`src/pkg/pmcr_pkg.sv`:
```
// Purpose: Shared constants, types and helpers of the converter control registers
// Assumes: 250 MHz system clock, byte-wide register access
// Notes:   Offsets are byte addresses of the serial register map
package pmcr_pkg;
    // Clock
    localparam int unsigned CLK_PERIOD_NS = 4;
    // Register offsets
    localparam logic [7:0] ADDR_AUX_ENABLE = 8'h03;
    localparam logic [7:0] ADDR_PHASE_MODE = 8'h04;
    localparam logic [7:0] ADDR_DVM_DISCH  = 8'h05;
    localparam logic [7:0] ADDR_CORE_CODE  = 8'h06;
    localparam logic [7:0] ADDR_SLEW       = 8'h07;
    // Values after undervoltage lockout
    localparam logic [7:0] RST_PHASE_MODE  = 8'hb1;
    localparam logic [7:0] RST_DVM_DISCH   = 8'h40;
    localparam logic [2:0] RST_SLEW        = 3'h6;
    // Field positions
    localparam int unsigned PM_BUCK2_PH_LO = 6;
    localparam int unsigned PM_BUCK3_PH_LO = 4;
    localparam int unsigned PM_LOW_RIPPLE  = 3;
    localparam int unsigned DD_GO          = 7;
    localparam int unsigned DD_ADJ         = 6;
    localparam int unsigned AUX_ONE_BIT    = 1;
    // Core code mapping in millivolts
    localparam logic [4:0]  CODE_MAX       = 5'h1f;
    localparam logic [10:0] CORE_BASE_MV   = 11'h320;
    localparam logic [10:0] CORE_STEP_MV   = 11'h019;
    localparam logic [10:0] CORE_TOP_MV    = 11'h640;
    // Slew: one 25 mV step at the slowest rate of 0.15 mV/us
    localparam int unsigned SLEW_STEP_NS_SLOW = 166667;
    localparam int unsigned SLEW_STEP_CYC_SLOW =
        (SLEW_STEP_NS_SLOW + CLK_PERIOD_NS - 1) / CLK_PERIOD_NS;
    localparam logic [2:0]  SLEW_IMMEDIATE = 3'h7;

    // Phase delay codes
    typedef enum logic [1:0] {
        PMCR_PH_ZERO    = 2'h0,
        PMCR_PH_QUARTER = 2'h1,
        PMCR_PH_HALF    = 2'h2,
        PMCR_PH_THREE_Q = 2'h3
    } pmcr_phase_e;

    // Ramp engine states
    typedef enum logic {
        DVM_IDLE = 1'b0,
        DVM_RAMP = 1'b1
    } pmcr_dvm_e;

    // Device pins seen by the block, all active high unless named _n
    typedef struct packed {
        logic shared_aux_en;   // Shared auxiliary regulator enable pin
        logic aux_one_en;      // Auxiliary regulator one enable pin
        logic buck_one_en;     // First converter enable pin
        logic buck_three_en;   // Third converter enable pin
        logic warm_reset_n;    // Warm reset pin, low active
        logic por_active;      // Power-on reset output asserted
        logic backup_low;      // Backup supply below threshold
        logic core_sel;        // Core voltage select pin
    } pmcr_pins_s;

    // Converter control outputs; 3-bit fields ordered {buck2, buck1, buck3}
    typedef struct packed {
        pmcr_phase_e buck_one_phase;
        pmcr_phase_e buck_two_phase;
        pmcr_phase_e buck_three_phase;
        logic        low_ripple;
        logic [2:0]  force_fixed_frequency;
        logic [2:0]  discharge;
    } pmcr_conv_s;

    // Default core code from the select pin
    function automatic logic [4:0] default_code(input logic sel);
        default_code = {1'b1, sel, 1'b1, sel, 1'b0};
    endfunction : default_code

    // Core code to millivolts, top code is a special point
    // top code special point
    function automatic logic [10:0] code_to_mv(input logic [4:0] code);
        logic [10:0] prod;
        prod = CORE_STEP_MV * {6'h00, code};
        code_to_mv = (code == CODE_MAX) ? CORE_TOP_MV : CORE_BASE_MV + prod;
    endfunction : code_to_mv
endpackage : pmcr_pkg

```
`src/hdl/pmcr_reset_events.sv`:
```
// Purpose: Registers the pin conditions that reload register fields
// Assumes: Pins synchronous to clk_i
// Notes:   One cycle of latency from pin to event level
`timescale 1ns/1ps
module pmcr_reset_events
    import pmcr_pkg::*;
(
    // Clock and reset
    input  wire logic       clk_i,
    input  wire logic       rstn_i,
    // Pins
    input  wire pmcr_pins_s pins_i,
    // Event levels
    output logic            mid_reload_o,
    output logic            ends_reload_o,
    output logic            aux_force_o
);
    // Causes common to both reload groups
    logic common_cause;
    assign common_cause = !pins_i.warm_reset_n || pins_i.por_active || pins_i.backup_low;

    // Event levels, asserted during lockout too
    always_ff @(posedge clk_i) begin
        if (!rstn_i) begin
            mid_reload_o  <= 1'b1;
            ends_reload_o <= 1'b1;
            aux_force_o   <= 1'b1;
        end else begin
            // both enables low or common
            mid_reload_o  <= common_cause || (!pins_i.buck_one_en && !pins_i.buck_three_en);
            // first enable alone
            ends_reload_o <= common_cause || !pins_i.buck_one_en;
            // shared pin low
            aux_force_o   <= !pins_i.shared_aux_en;
        end
    end
endmodule : pmcr_reset_events

```
`src/hdl/pmcr_dvm_stepper.sv`:
```
// Purpose: Ramps the internal core code toward the target at the slew rate
// Assumes: Go held high by the register until done
// Notes:   Clearing go mid-ramp freezes the code where it stands
`timescale 1ns/1ps
module pmcr_dvm_stepper
    import pmcr_pkg::*;
#(
    parameter int unsigned STEP_CYCLES_SLOW = SLEW_STEP_CYC_SLOW
) (
    // Clock and reset
    input  wire logic       clk_i,
    input  wire logic       rstn_i,
    // Control
    input  wire logic       go_i,
    input  wire logic [4:0] target_i,
    input  wire logic [2:0] slew_i,
    input  wire logic [4:0] init_code_i,
    // Status
    output logic [4:0]      code_o,
    output logic            done_o
);
    // Slowest code shifted six times must still be a cycle
    if (STEP_CYCLES_SLOW < 64 || STEP_CYCLES_SLOW > 32'h00ffffff) begin : g_chk
        $error("STEP_CYCLES_SLOW out of range");
    end

    pmcr_dvm_e   state;      // Ramp state
    logic [23:0] wait_cnt;   // Cycles left to next step
    logic [23:0] interval;   // Step interval for the slew code

    // Interval halves with each slew code
    assign interval = 24'(STEP_CYCLES_SLOW >> slew_i);

    // Ramp engine
    always_ff @(posedge clk_i) begin
        if (!rstn_i) begin
            state    <= DVM_IDLE;
            wait_cnt <= 24'h000000;
            code_o   <= init_code_i;
            done_o   <= 1'b0;
        end else begin
            done_o <= 1'b0;
            unique case (state)
                DVM_IDLE: begin
                    if (go_i) begin
                        state    <= DVM_RAMP;
                        wait_cnt <= interval - 24'h000001;
                    end
                end
                DVM_RAMP: begin
                    if (!go_i) begin
                        state <= DVM_IDLE;
                    // target reached ends it
                    end else if (code_o == target_i) begin
                        done_o <= 1'b1;
                        state  <= DVM_IDLE;
                    end else if (slew_i == SLEW_IMMEDIATE) begin
                        code_o <= target_i;
                    // one step per interval
                    end else if (wait_cnt == 24'h000000) begin
                        code_o   <= (code_o < target_i) ? code_o + 5'h01 : code_o - 5'h01;
                        wait_cnt <= interval - 24'h000001;
                    end else begin
                        wait_cnt <= wait_cnt - 24'h000001;
                    end
                end
            endcase
        end
    end
endmodule : pmcr_dvm_stepper

```
`src/hdl/pmcr_converter_regs.sv`:
```
// Purpose: Converter phase, mode, core voltage change and discharge registers
// Assumes: Register port is the byte side of the serial interface
// Notes:   rstn_i stands for undervoltage lockout; reads answer one cycle later
`timescale 1ns/1ps
// Contract
// Aux one on is bit AND pin
// Shared pin low forces aux bit to one
// Phase/mode register 04h, reset b1h
// Bits 7:6, 5:4 set converter phase delays
// First converter phase always zero
// Bit 3 picks low-ripple light-load behaviour
// Bits 2:0 force fixed frequency per converter
// Register 05h resets 40h, bits 5:3 zero
// Go bit starts core ramp to code
// Go clears when internal code hits target
// Adjust bit picks pin or register source
// Adjust bit returns to one on events
// Discharge bits act while converter disabled
// Core code 06h, five bits, pin default
// Code bits 3:1 reload on events
// Code bits 4, 0 reload on events
// Code below 31 is 800 mV plus 25n
// Code 31 selects 1600 mV
// Slew register 07h, default 6, doubling rates
// Ramp steps once per slew interval
// Lockout clears go bit
module pmcr_converter_regs
    import pmcr_pkg::*;
#(
    parameter int unsigned STEP_CYCLES_SLOW = SLEW_STEP_CYC_SLOW
) (
    // Clock and lockout reset
    input  wire logic        clk_i,
    input  wire logic        rstn_i,
    // Register access
    input  wire logic        reg_wr_i,
    input  wire logic        reg_rd_i,
    input  wire logic [7:0]  reg_addr_i,
    input  wire logic [7:0]  reg_wdata_i,
    output logic [7:0]       reg_rdata_o,
    // Device pins and converter state
    input  wire pmcr_pins_s  pins_i,
    input  wire logic [2:0]  conv_enabled_i,
    // Regulator and converter controls
    output logic             aux_regulator_one_on_o,
    output pmcr_conv_s       conv_o,
    // Core rail
    output logic [4:0]       core_code_o,
    output logic [10:0]      core_rail_voltage_mv_o,
    output logic             core_pin_source_o,
    output logic             dvm_busy_o
);
    // Software state
    logic       aux_one_enable;   // Aux regulator one software enable
    logic [7:0] phase_mode;       // Phase and mode register
    logic       go;               // Core ramp request
    logic       adj_source;       // Core voltage from pin
    logic [2:0] discharge_en;     // Discharge enables {b2, b1, b3}
    logic [4:0] core_code;        // Core voltage code
    logic [2:0] core_slew_select; // Slew code
    // Internal links
    logic       mid_reload;       // Reload of adjust bit and code 3:1
    logic       ends_reload;      // Reload of code 4 and 0
    logic       aux_force;        // Shared pin low
    logic       ramp_done;        // Ramp reached target
    logic [4:0] target_code;      // Code the ramp heads for
    logic [4:0] pin_code;         // Pin default code
    logic [4:0] ramp_code;        // Internal code from the ramp
    logic [7:0] next_rdata;       // Read mux

    // Write decode per register
    logic wr_aux, wr_pm, wr_dd, wr_cc, wr_sl;
    assign wr_aux = reg_wr_i && reg_addr_i == ADDR_AUX_ENABLE;
    assign wr_pm  = reg_wr_i && reg_addr_i == ADDR_PHASE_MODE;
    assign wr_dd  = reg_wr_i && reg_addr_i == ADDR_DVM_DISCH;
    assign wr_cc  = reg_wr_i && reg_addr_i == ADDR_CORE_CODE;
    assign wr_sl  = reg_wr_i && reg_addr_i == ADDR_SLEW;

    // Pin default code
    assign pin_code = default_code(pins_i.core_sel);

    // pin source or register code
    assign target_code = adj_source ? pin_code : core_code;

    // Reload events
    pmcr_reset_events u_events (
        .clk_i         (clk_i),
        .rstn_i        (rstn_i),
        .pins_i        (pins_i),
        .mid_reload_o  (mid_reload),
        .ends_reload_o (ends_reload),
        .aux_force_o   (aux_force)
    );

    // Core ramp engine
    pmcr_dvm_stepper #(
        .STEP_CYCLES_SLOW (STEP_CYCLES_SLOW)
    ) u_stepper (
        .clk_i       (clk_i),
        .rstn_i      (rstn_i),
        .go_i        (go),
        .target_i    (target_code),
        .slew_i      (core_slew_select),
        .init_code_i (pin_code),
        .code_o      (ramp_code),
        .done_o      (ramp_done)
    );

    // Aux regulator one software enable
    always_ff @(posedge clk_i) begin
        if (!rstn_i) begin
            aux_one_enable <= 1'b1;
        // force while shared pin low
        end else if (aux_force) begin
            aux_one_enable <= 1'b1;
        end else if (wr_aux) begin
            aux_one_enable <= reg_wdata_i[AUX_ONE_BIT];
        end
    end

    // Phase and mode register
    always_ff @(posedge clk_i) begin
        // lockout value
        if (!rstn_i) begin
            phase_mode <= RST_PHASE_MODE;
        end else if (wr_pm) begin
            phase_mode <= reg_wdata_i;
        end
    end

    // Go bit
    always_ff @(posedge clk_i) begin
        // lockout clears go
        if (!rstn_i) begin
            go <= RST_DVM_DISCH[DD_GO];
        // software start, set wins
        end else if (wr_dd && reg_wdata_i[DD_GO]) begin
            go <= 1'b1;
        // hardware clear at target
        end else if (ramp_done) begin
            go <= 1'b0;
        end else if (wr_dd) begin
            go <= 1'b0;
        end
    end

    // Adjust source bit
    always_ff @(posedge clk_i) begin
        if (!rstn_i) begin
            adj_source <= RST_DVM_DISCH[DD_ADJ];
        // event returns it to one
        end else if (mid_reload) begin
            adj_source <= 1'b1;
        end else if (wr_dd) begin
            adj_source <= reg_wdata_i[DD_ADJ];
        end
    end

    // Discharge enables
    always_ff @(posedge clk_i) begin
        if (!rstn_i) begin
            discharge_en <= RST_DVM_DISCH[2:0];
        end else if (wr_dd) begin
            discharge_en <= reg_wdata_i[2:0];
        end
    end

    // Core voltage code
    always_ff @(posedge clk_i) begin
        // pin default after lockout
        if (!rstn_i) begin
            core_code <= pin_code;
        end else begin
            if (wr_cc) begin
                core_code <= reg_wdata_i[4:0];
            end
            // middle bits reload
            if (mid_reload) begin
                core_code[3:1] <= pin_code[3:1];
            end
            // end bits reload
            if (ends_reload) begin
                core_code[4] <= pin_code[4];
                core_code[0] <= pin_code[0];
            end
        end
    end

    // Slew select
    always_ff @(posedge clk_i) begin
        // default slew code
        if (!rstn_i) begin
            core_slew_select <= RST_SLEW;
        end else if (wr_sl) begin
            core_slew_select <= reg_wdata_i[2:0];
        end
    end

    // Read mux, unmapped and unused bits read zero
    always_comb begin
        next_rdata = 8'h00;
        unique case (reg_addr_i)
            ADDR_AUX_ENABLE: next_rdata[AUX_ONE_BIT] = aux_one_enable;
            ADDR_PHASE_MODE: next_rdata = phase_mode;
            // bits 5:3 read zero
            ADDR_DVM_DISCH:  next_rdata = {go, adj_source, 3'h0, discharge_en};
            ADDR_CORE_CODE:  next_rdata = {3'h0, core_code};
            ADDR_SLEW:       next_rdata = {5'h00, core_slew_select};
            default:         next_rdata = 8'h00;
        endcase
    end

    // Read data register
    always_ff @(posedge clk_i) begin
        if (!rstn_i) begin
            reg_rdata_o <= 8'h00;
        end else if (reg_rd_i) begin
            reg_rdata_o <= next_rdata;
        end
    end

    // Converter and regulator outputs
    always_ff @(posedge clk_i) begin
        if (!rstn_i) begin
            aux_regulator_one_on_o <= 1'b0;
            conv_o                 <= '0;
            core_rail_voltage_mv_o <= 11'h000;
            core_pin_source_o      <= 1'b1;
            dvm_busy_o             <= 1'b0;
        end else begin
            // bit AND pin
            aux_regulator_one_on_o <= aux_one_enable && pins_i.aux_one_en;
            // reference phase fixed
            conv_o.buck_one_phase <= PMCR_PH_ZERO;
            // phase delay fields
            conv_o.buck_two_phase   <= pmcr_phase_e'(phase_mode[PM_BUCK2_PH_LO +: 2]);
            conv_o.buck_three_phase <= pmcr_phase_e'(phase_mode[PM_BUCK3_PH_LO +: 2]);
            // light-load behaviour
            conv_o.low_ripple <= phase_mode[PM_LOW_RIPPLE];
            // forced fixed frequency
            conv_o.force_fixed_frequency <= phase_mode[2:0];
            // discharge only when disabled
            conv_o.discharge <= discharge_en & ~conv_enabled_i;
            // voltage from ramp code
            core_rail_voltage_mv_o <= code_to_mv(ramp_code);
            core_pin_source_o      <= adj_source;
            dvm_busy_o             <= go;
        end
    end

    // Internal code straight from the ramp flop
    assign core_code_o = ramp_code;
endmodule : pmcr_converter_regs

```
`config.mk`:
```
export PLATFORM = sky130hd
export DESIGN_NAME = pmcr_converter_regs
export DESIGN_NICKNAME = d
export VERILOG_FILES = /design/src/pkg/pmcr_pkg.sv /design/src/hdl/pmcr_reset_events.sv /design/src/hdl/pmcr_dvm_stepper.sv /design/src/hdl/pmcr_converter_regs.sv
export SDC_FILE = /design/constraint.sdc
export NUM_CORES = 1
export LEC_CHECK = 0
export CAP_MARGIN = 5
export CORE_ASPECT_RATIO = 1.4
export CORE_MARGIN = 1
export CORE_UTILIZATION = 60
export CTS_BUF_LIST = sky130_fd_sc_hd__clkbuf_2
export CTS_CLUSTER_SIZE = 10
export DETAILED_ROUTE_END_ITERATION = 16
export DONT_BUFFER_PORTS = 1
export PLACE_DENSITY = 0.83
export SLEW_MARGIN = 20
export SYNTH_ARGS = -nofsm -noshare
export SYNTH_HDL_FRONTEND = slang
export SYNTH_HIERARCHICAL = 1
export SYNTH_SLANG_ARGS = --single-unit
```
`constraint.sdc`:
```
create_clock -name clk_i -period 4.6 [get_ports clk_i]
set_clock_uncertainty 0.1 [all_clocks]
set_input_delay 0.69 -clock clk_i [delete_from_list [all_inputs] [get_ports clk_i]]
set_output_delay 0.69 -clock clk_i [all_outputs]
set_load 0.005 [all_outputs]
```
==> results by group, run 1 <==
Status
  – Status: completed

Synthesis
  – Gate Count Post-Synth: 550
  – Post-Syn Area: about 5000 um^2
  – Warnings from Yosys: 6
  – Syn Area/Cell: between 9 and 10 um^2
  – Netlist cell types: between 60 and 70
  – EDFF count, synth: 7
  – Largest family of logic cells by synthesized area: simple AND/OR/NAND/NOR gates
  – Synth Area in Simple Gates: 0.243
  – Dominant cell type by area after synthesis: dfxtp_1
  – Post-synthesis mux area share: 0.0747
  – Xor and xnor area share after synthesis: 0.0159
  – Synthesized-area fraction occupied by adder cells: 0.0893
  – Most used DFF post-synth: dfxtp_1
  – Area contributors post-synth: dfxtp_1, ha_1, mux2i_1
  – Sequential-to-total area share from yosys stat: 0.373
  – Share of the synthesized area in the top cell type: 0.331
  – Asr flop ratio synth: 0
  – #FFs+latches synth: 89
  – Post-synthesis compound-gate area fraction: 0.154

CTS
  – Sink Count: approximately 90
  – Clk pin slew, worst setup/hold paths: 0.26 ns
  – Number of hold buffers added after CTS: 0
  – Skew-Pair Late Insertion Delay: approximately 0.59 ns
  – H-tree Lvls: 3
  – Post-cts sizing count: 0
  – Postcts setup bufs: 0
  – Total CTS buffers: 9
  – TritonCTS clock tree: yes
  – Clock root buffer: clkbuf_2
  – Max clock buf depth: 2

Critical path
  – Critical path's slowest cell: or4_1
  – CP endpoint kind: flop
  – Crit-path cells: or4_1, or4_4, nor2_1, a21oi_1, o31ai_1
  – WP data required: 4.71 ns
  – Kind of critical path: flop to flop
  – Crit-path max FO: 9
  – CP arrival: 3.29 ns
  – Reg2Reg Launch Point: u_stepper/wait_cnt[11]
  – Critical path startpoint: u_stepper/wait_cnt[11]
  – CP max stage delay: 0.70 ns
  – Worst setup SP type: flop

Placement
  – Placer Congestion: ~0.9
  – Dpl hpwl: roughly 7.7 mm
  – Placed instance area: 4960 um^2
  – Port Buffers: 0

STA
  – Final Slew Violations: 0
  – Min cycle time layout: 3.18 ns
  – Fin Setup TNS: 0 ns
  – Period utilization: 0.690
  – Final Hold Fails: 0
  – Slew of the pin with the lowest slew margin: a little over 0.8 ns
  – Endpoints failing setup: 0
  – Rel. slew slack: 0.450
  – Achievable Freq: 315 MHz
  – RSZ-0062 raised after global routing: false

Power
  – Leakage: 2.20 nW
  – Power Total: around 0.0016 W
  – Power Dens Cells: just over 300 nW/um^2
  – Peak supply drop: between 0.2 and 0.3 mV

Layout
  – Final Instance Area: 5070 um^2
  – Ant. Diodes: 0
  – Most frequent cells in the layout: dfxtp_1, nand2_1, nor2_1
  – Fillers: 626
  – Syn-to-layout area delta: 2.17%
  – Nets@finish: 598
  – Commonest non-fill, non-tap cell in the layout: dfxtp_1
  – Share of layout cells above drive strength 1: 0.0651

Floorplan
  – Core ar.: 7890 um^2
  – Die Y: about 110 um
  – Starting Density: 0.628
  – Row count: 38
  – Die area: 8640 um^2
  – Ports: 71
  – Die Wd: 78.8 um

Hold path
  – Tightest Hold Check Type: primary input to flop
  – Hold path startpoint: conv_enabled_i[1]

Global routing
  – First-pass GRT wire length: 18.0 mm
  – All-Layer GR Usage: 0.264
  – Vias in the first global route: 3851
  – Grt ovf: 0
  – Initial antenna violation count: 0
  – Largest net degree at the start of global routing: just over 100

Route
  – Routed via count: 4062
  – Met3 routed WL: between 400 and 500 um
  – Initial drt markers: 337
  – Top Layer Used: met4
  – ANT nets after route: 0
  – Total length of routed met2 wires: roughly 5.6 mm
  – DR pass1 iterations: 5
  – Total Routed Length: 10.9 mm
  – Routed length on met1: 4.46 mm
  – Drt via density: 6.37
  – Wire per inst: 17.1 um
  – Drt drc: 0

Flow run
  – Max-cap violations: 0
==> metal layers <==
metal	vias up	track usage
li1	1963	-
met1	1930	0.306
met2	138	0.474
met3	31	0.0282
met4	0	0.145
met5	-	0
==> registers in the layout (all words and copies together), names as in the netlist, 3 cells and up <==
register	count
core_rail_voltage_mv_o	11
phase_mode	8
conv_o	11
discharge_en	3
u_stepper/wait_cnt	24
u_stepper/code_o	5
core_slew_select	3
core_code	5
reg_rdata_o	8
==> logic make-up (layout without fill, tap and decap cells) <==
logic type	Yosys count	in the layout
DFF	89	89
xor gates and xnor gates	9	9
muxes	33	33
adders and majority gates	33	33
AOI/OAI and AO/OA	112	112
buffers and inverters	56	41
and+or+nand+nor	216	216
other	2	5
==> per-stage QoR <==
step / hold slack, ns / cells / util / setup slack [ns]
after floorplan: 0.288 / 553 / - / 1.64
after global placement: 0.298 / 623 / 0.628 / 1.53
after detailed placement: 0.303 / 623 / 0.628 / 1.40
after CTS: 0.0276 / 638 / 0.642 / 1.47
after global routing: 0.00953 / 638 / 0.642 / 1.23
final: 0.0243 / 638 / 0.642 / 1.42
==> critical path, delay by kind of cell (launching register included) <==
family / cells / cell delay [ns]
compound gates: 2 / 0.78
flops: 1 / 0.42
simple gates: 3 / 1.52
==> final timing paths <==
kind	end	slack, ns	cells after the start
worst min register to register	aux_one_enable	0.30	1
worst max-delay path	u_stepper/code_o[2]	1.42	5
worst max register to register	u_stepper/code_o[2]	1.42	5
worst min-delay path	conv_o[1]	0.02	1
==> cells in the mapped netlist (12+ instances only) <==
master    number
dfxtp_1       82
nand2_1       49
nor2_1        30
ha_1          29
mux2i_1       28
inv_1         25
nor2b_1       25
a21oi_1       23
o21ai_0       22
nand3_1       21
clkbuf_1      19
and2_1        12
==> cell type report <==
class / count / area [um^2] / share of cell area
repair buffers: 1 / 7.51 / 0.00148
inverters: 25 / 93.8 / 0.0185
clock inverters: 5 / 58.8 / 0.0116
well taps: 100 / 125 / 0.0247
flip-flops and latches: 89 / 1850 / 0.365
clock buffers: 10 / 50.0 / 0.00988
multi-input cells: 408 / 2880 / 0.568
==> power by group <==
group | internal, W | total, W | leakage, nW | switching [W]
clock | 0.000124 | 0.000396 | 0.0640 | 0.000272
sequential | 0.000827 | 0.000861 | 0.736 | 0.0000341
combinational | 0.000151 | 0.000317 | 1.40 | 0.000165
total | 0.00110 | 0.00157 | 2.20 | 0.000471
Power figures use the tool's default switching activity.
==> run 2, diff against run 1 <==
--- a/config.mk
+++ b/config.mk
@@ -5,6 +5,7 @@
 export SDC_FILE = /design/constraint.sdc
 export NUM_CORES = 1
 export LEC_CHECK = 0
+export ABC_AREA = 1
 export CAP_MARGIN = 5
 export CORE_ASPECT_RATIO = 1.4
 export CORE_MARGIN = 1
==> constraint.sdc (replaced) <==
create_clock -name clk_i -period 3.3 [get_ports clk_i]
set_clock_uncertainty 0.1 [all_clocks]
set_input_delay 0.495 -clock clk_i [delete_from_list [all_inputs] [get_ports clk_i]]
set_output_delay 0.495 -clock clk_i [all_outputs]
set_load 0.005 [all_outputs]
==> run 2 against run 1 <==
Compared with the run above: global-route usage up 3.8 points; combinational power is 78% higher; sequential power is 38% higher; total power up 55%; fmax rose by 6.7%.
==> results by group, run 2 <==
Status
  – Status: completed

Route
  – Drt via density: 5.61
  – Wire per inst: 14.9 um
  – Drt drc: 0
  – ANT nets after route: 0
  – DR pass1 iterations: 6
  – Total Routed Length: 13.0 mm
  – Initial drt markers: 385
  – Routed via count: 4900

Layout
  – Nets@finish: 830
  – Max FFs per register: 24
  – Fillers: 669
  – Register Area: 1860 um^2
  – Most frequent cells in the layout: nand2_1, inv_1, dfxtp_1
  – Multi-input logic area: 2880 um^2
  – Final Instance Area: 5730 um^2
  – Largest reg by FF count: u_stepper/wait_cnt
  – Share of layout cells above drive strength 1: 0.0895
  – Largest registers: u_stepper/wait_cnt x24, conv_o x11, core_rail_voltage_mv_o x11
  – Fin util: 0.695
  – Ant. Diodes: 0
  – Syn-to-layout area delta: 10.6%
  – Commonest non-fill, non-tap cell in the layout: nand2_1

Global routing
  – First-pass GRT wire length: 21.2 mm
  – Grt ovf: 0
  – Initial antenna violation count: 0
  – Vias in the first global route: 4728
  – All-Layer GR Usage: 0.303
  – Largest net degree at the start of global routing: 40

Placement
  – Placed instance area: ~5200 um^2
  – Dpl hpwl: 8.71 mm
  – Pre-CTS WS: 0.266 ns
  – Port Buffers: 0
  – Placer Congestion: 0.935

STA
  – Endpoints failing setup: 0
  – RSZ-0062 raised after global routing: false
  – Final Slew Violations: 0
  – Achievable Freq: 336 MHz
  – Fin Setup TNS: 0 ns
  – Min cycle time layout: around 3 ns
  – Rel. slew slack: 0.565
  – Worst setup margin: 0.324 ns
  – Final Hold Fails: 0
  – Slew of the pin with the lowest slew margin: 0.652 ns
  – Period utilization: 0.902

Critical path
  – WP data required: between 3 and 4 ns
  – CP endpoint kind: flop
  – Kind of critical path: flop to flop
  – Worst setup SP type: flop
  – CP arrival: 3.26 ns
  – Crit-path max FO: 7

Power
  – Peak supply drop: a little under 0.3 mV
  – Power Total: 0.00244 W
  – Power Dens Cells: roughly 430 nW/um^2
  – Leakage: approximately 2.9 nW

CTS
  – Skew-Pair Late Insertion Delay: 0.61 ns
  – Total CTS buffers: 9
  – Sink Count: 89
  – Clock root buffer: clkbuf_2
  – H-tree Lvls: 3
  – Clk pin slew, worst setup/hold paths: ~0.28 ns
  – TritonCTS clock tree: yes
  – Max clock buf depth: 2

Synthesis
  – Area contributors post-synth: dfxtp_1, nand2_1, ha_1
  – Warnings from Yosys: 6
  – Dominant cell type by area after synthesis: dfxtp_1
  – Count leader, synth: nand2_1
  – EDFF count, synth: 7
  – Gate Count Post-Synth: 737
  – Netlist cell types: 36
  – Most used DFF post-synth: dfxtp_1
  – Asr flop ratio synth: 0
  – Sequential-to-total area share from yosys stat: 0.357
  – Post-Syn Area: 5180 um^2
  – Post-synth top cells: nand2_1, inv_1, dfxtp_1
  – Syn Area/Cell: 7.03 um^2
  – Share of the synthesized area in the top cell type: 0.317
  – #FFs+latches synth: 89

Floorplan
  – Starting Density: 0.628
  – Die Wd: 80.5 um
  – Row count: 39
  – Die area: 9020 um^2
  – Ports: 71
  – Die Y: 112 um
  – Core ar.: 8250 um^2

Flow run
  – Max-cap violations: 0

Hold path
  – Tightest Hold Check Type: primary input to flop
==> run 2: changes by cell type after synthesis, sizes merged, moves of 25 or more <==
cell and change:
inv +70, mux2i -28, nand2 +153, nand3 +47, nor2 +62, nor2b -25
==> run 2: kinds of logic (layout without fill, tap and decap cells) <==
kind of cell             after synthesis  after routing  synth area share
AND/OR/NAND/NOR                      383            383             0.331
buffers and inverters                116            147            0.0963
AO/OA/AOI/OAI                         96             96            0.0980
flip-flops                            89             89             0.357
adder cells (fa/ha/maj)               33             33            0.0855
XOR/XNOR                              18             18            0.0304
other                                  2              5           0.00145
==> run 2: path summary, 6_finish.rpt <==
path / startpoint / to / slack (ns) / cells past startpoint
setup / recovery: adj_source / u_stepper/code_o[4] / 0.32 / 19
hold / removal: reg_wdata_i[1] / core_code[1] / 0.04 / 2
setup reg to reg: adj_source / u_stepper/code_o[4] / 0.32 / 19
hold reg to reg: phase_mode[1] / conv_o[4] / 0.37 / 2
==> run 2: report_power, final <==
| group | internal [W] | switching, W | total [W] |
|---|---|---|---|
| clock | 0.000266 | 0.000420 | 0.000686 |
| combinational | 0.000239 | 0.000326 | 0.000565 |
| sequential | 0.00115 | 0.0000347 | 0.00119 |
==> run 2: layout make-up <==
class	instances	share of cell area
Inverter	95	0.0631
Clock buffer	9	0.00786
Tap cell	102	0.0223
Timing Repair Buffer	36	0.0616
Sequential cell	89	0.324
Multi-Input combinational cell	535	0.503
Clock inverter	7	0.0186
==> run 2: routing by layer <==
metal,global-route usage,vias up,wire [um]
met1,0.314,2224,4710
met4,0.176,0,609
met2,0.534,219,6790
met5,0,-,0
met3,0.0770,62,860
li1,-,2395,-
==> run 2: what timing repair did <==
| action | 4_1_cts | 5_1_grt |
|---|---|---|
| buffers inserted | 0 | 3 |
| hold endpoints to repair | 62 | 2 |
| hold buffers | 28 | 1 |
| resized for setup | 0 | 7 |
| setup endpoints to repair | 0 | 1 |
==> run 2: worst max-delay path: stages, from the launching register on <==
cell	delay [ns]
dfxtp_4	0.43
inv_1	0.09
nand2_1	0.07
nand2_1	0.06
inv_1	0.05
ha_1	0.27
nand2_1	0.09
inv_1	0.09
o21ai_0	0.10
nand4_1	0.13
buf_4	0.12
inv_1	0.04
fa_2	0.35
nand3b_1	0.18
nand2_2	0.09
xor2_2	0.18
xnor2_1	0.13
nand2_1	0.07
nand2_1	0.06
nand2_1	0.05
==> run 2: metrics by stage <==
stage          std cells  hold slack, ns
2_1_floorplan        740           0.307
3_3_place_gp         825           0.313
3_5_place_dp         825           0.324
4_1_cts              869          0.0117
5_1_grt              873         0.00499
6_report             873          0.0419
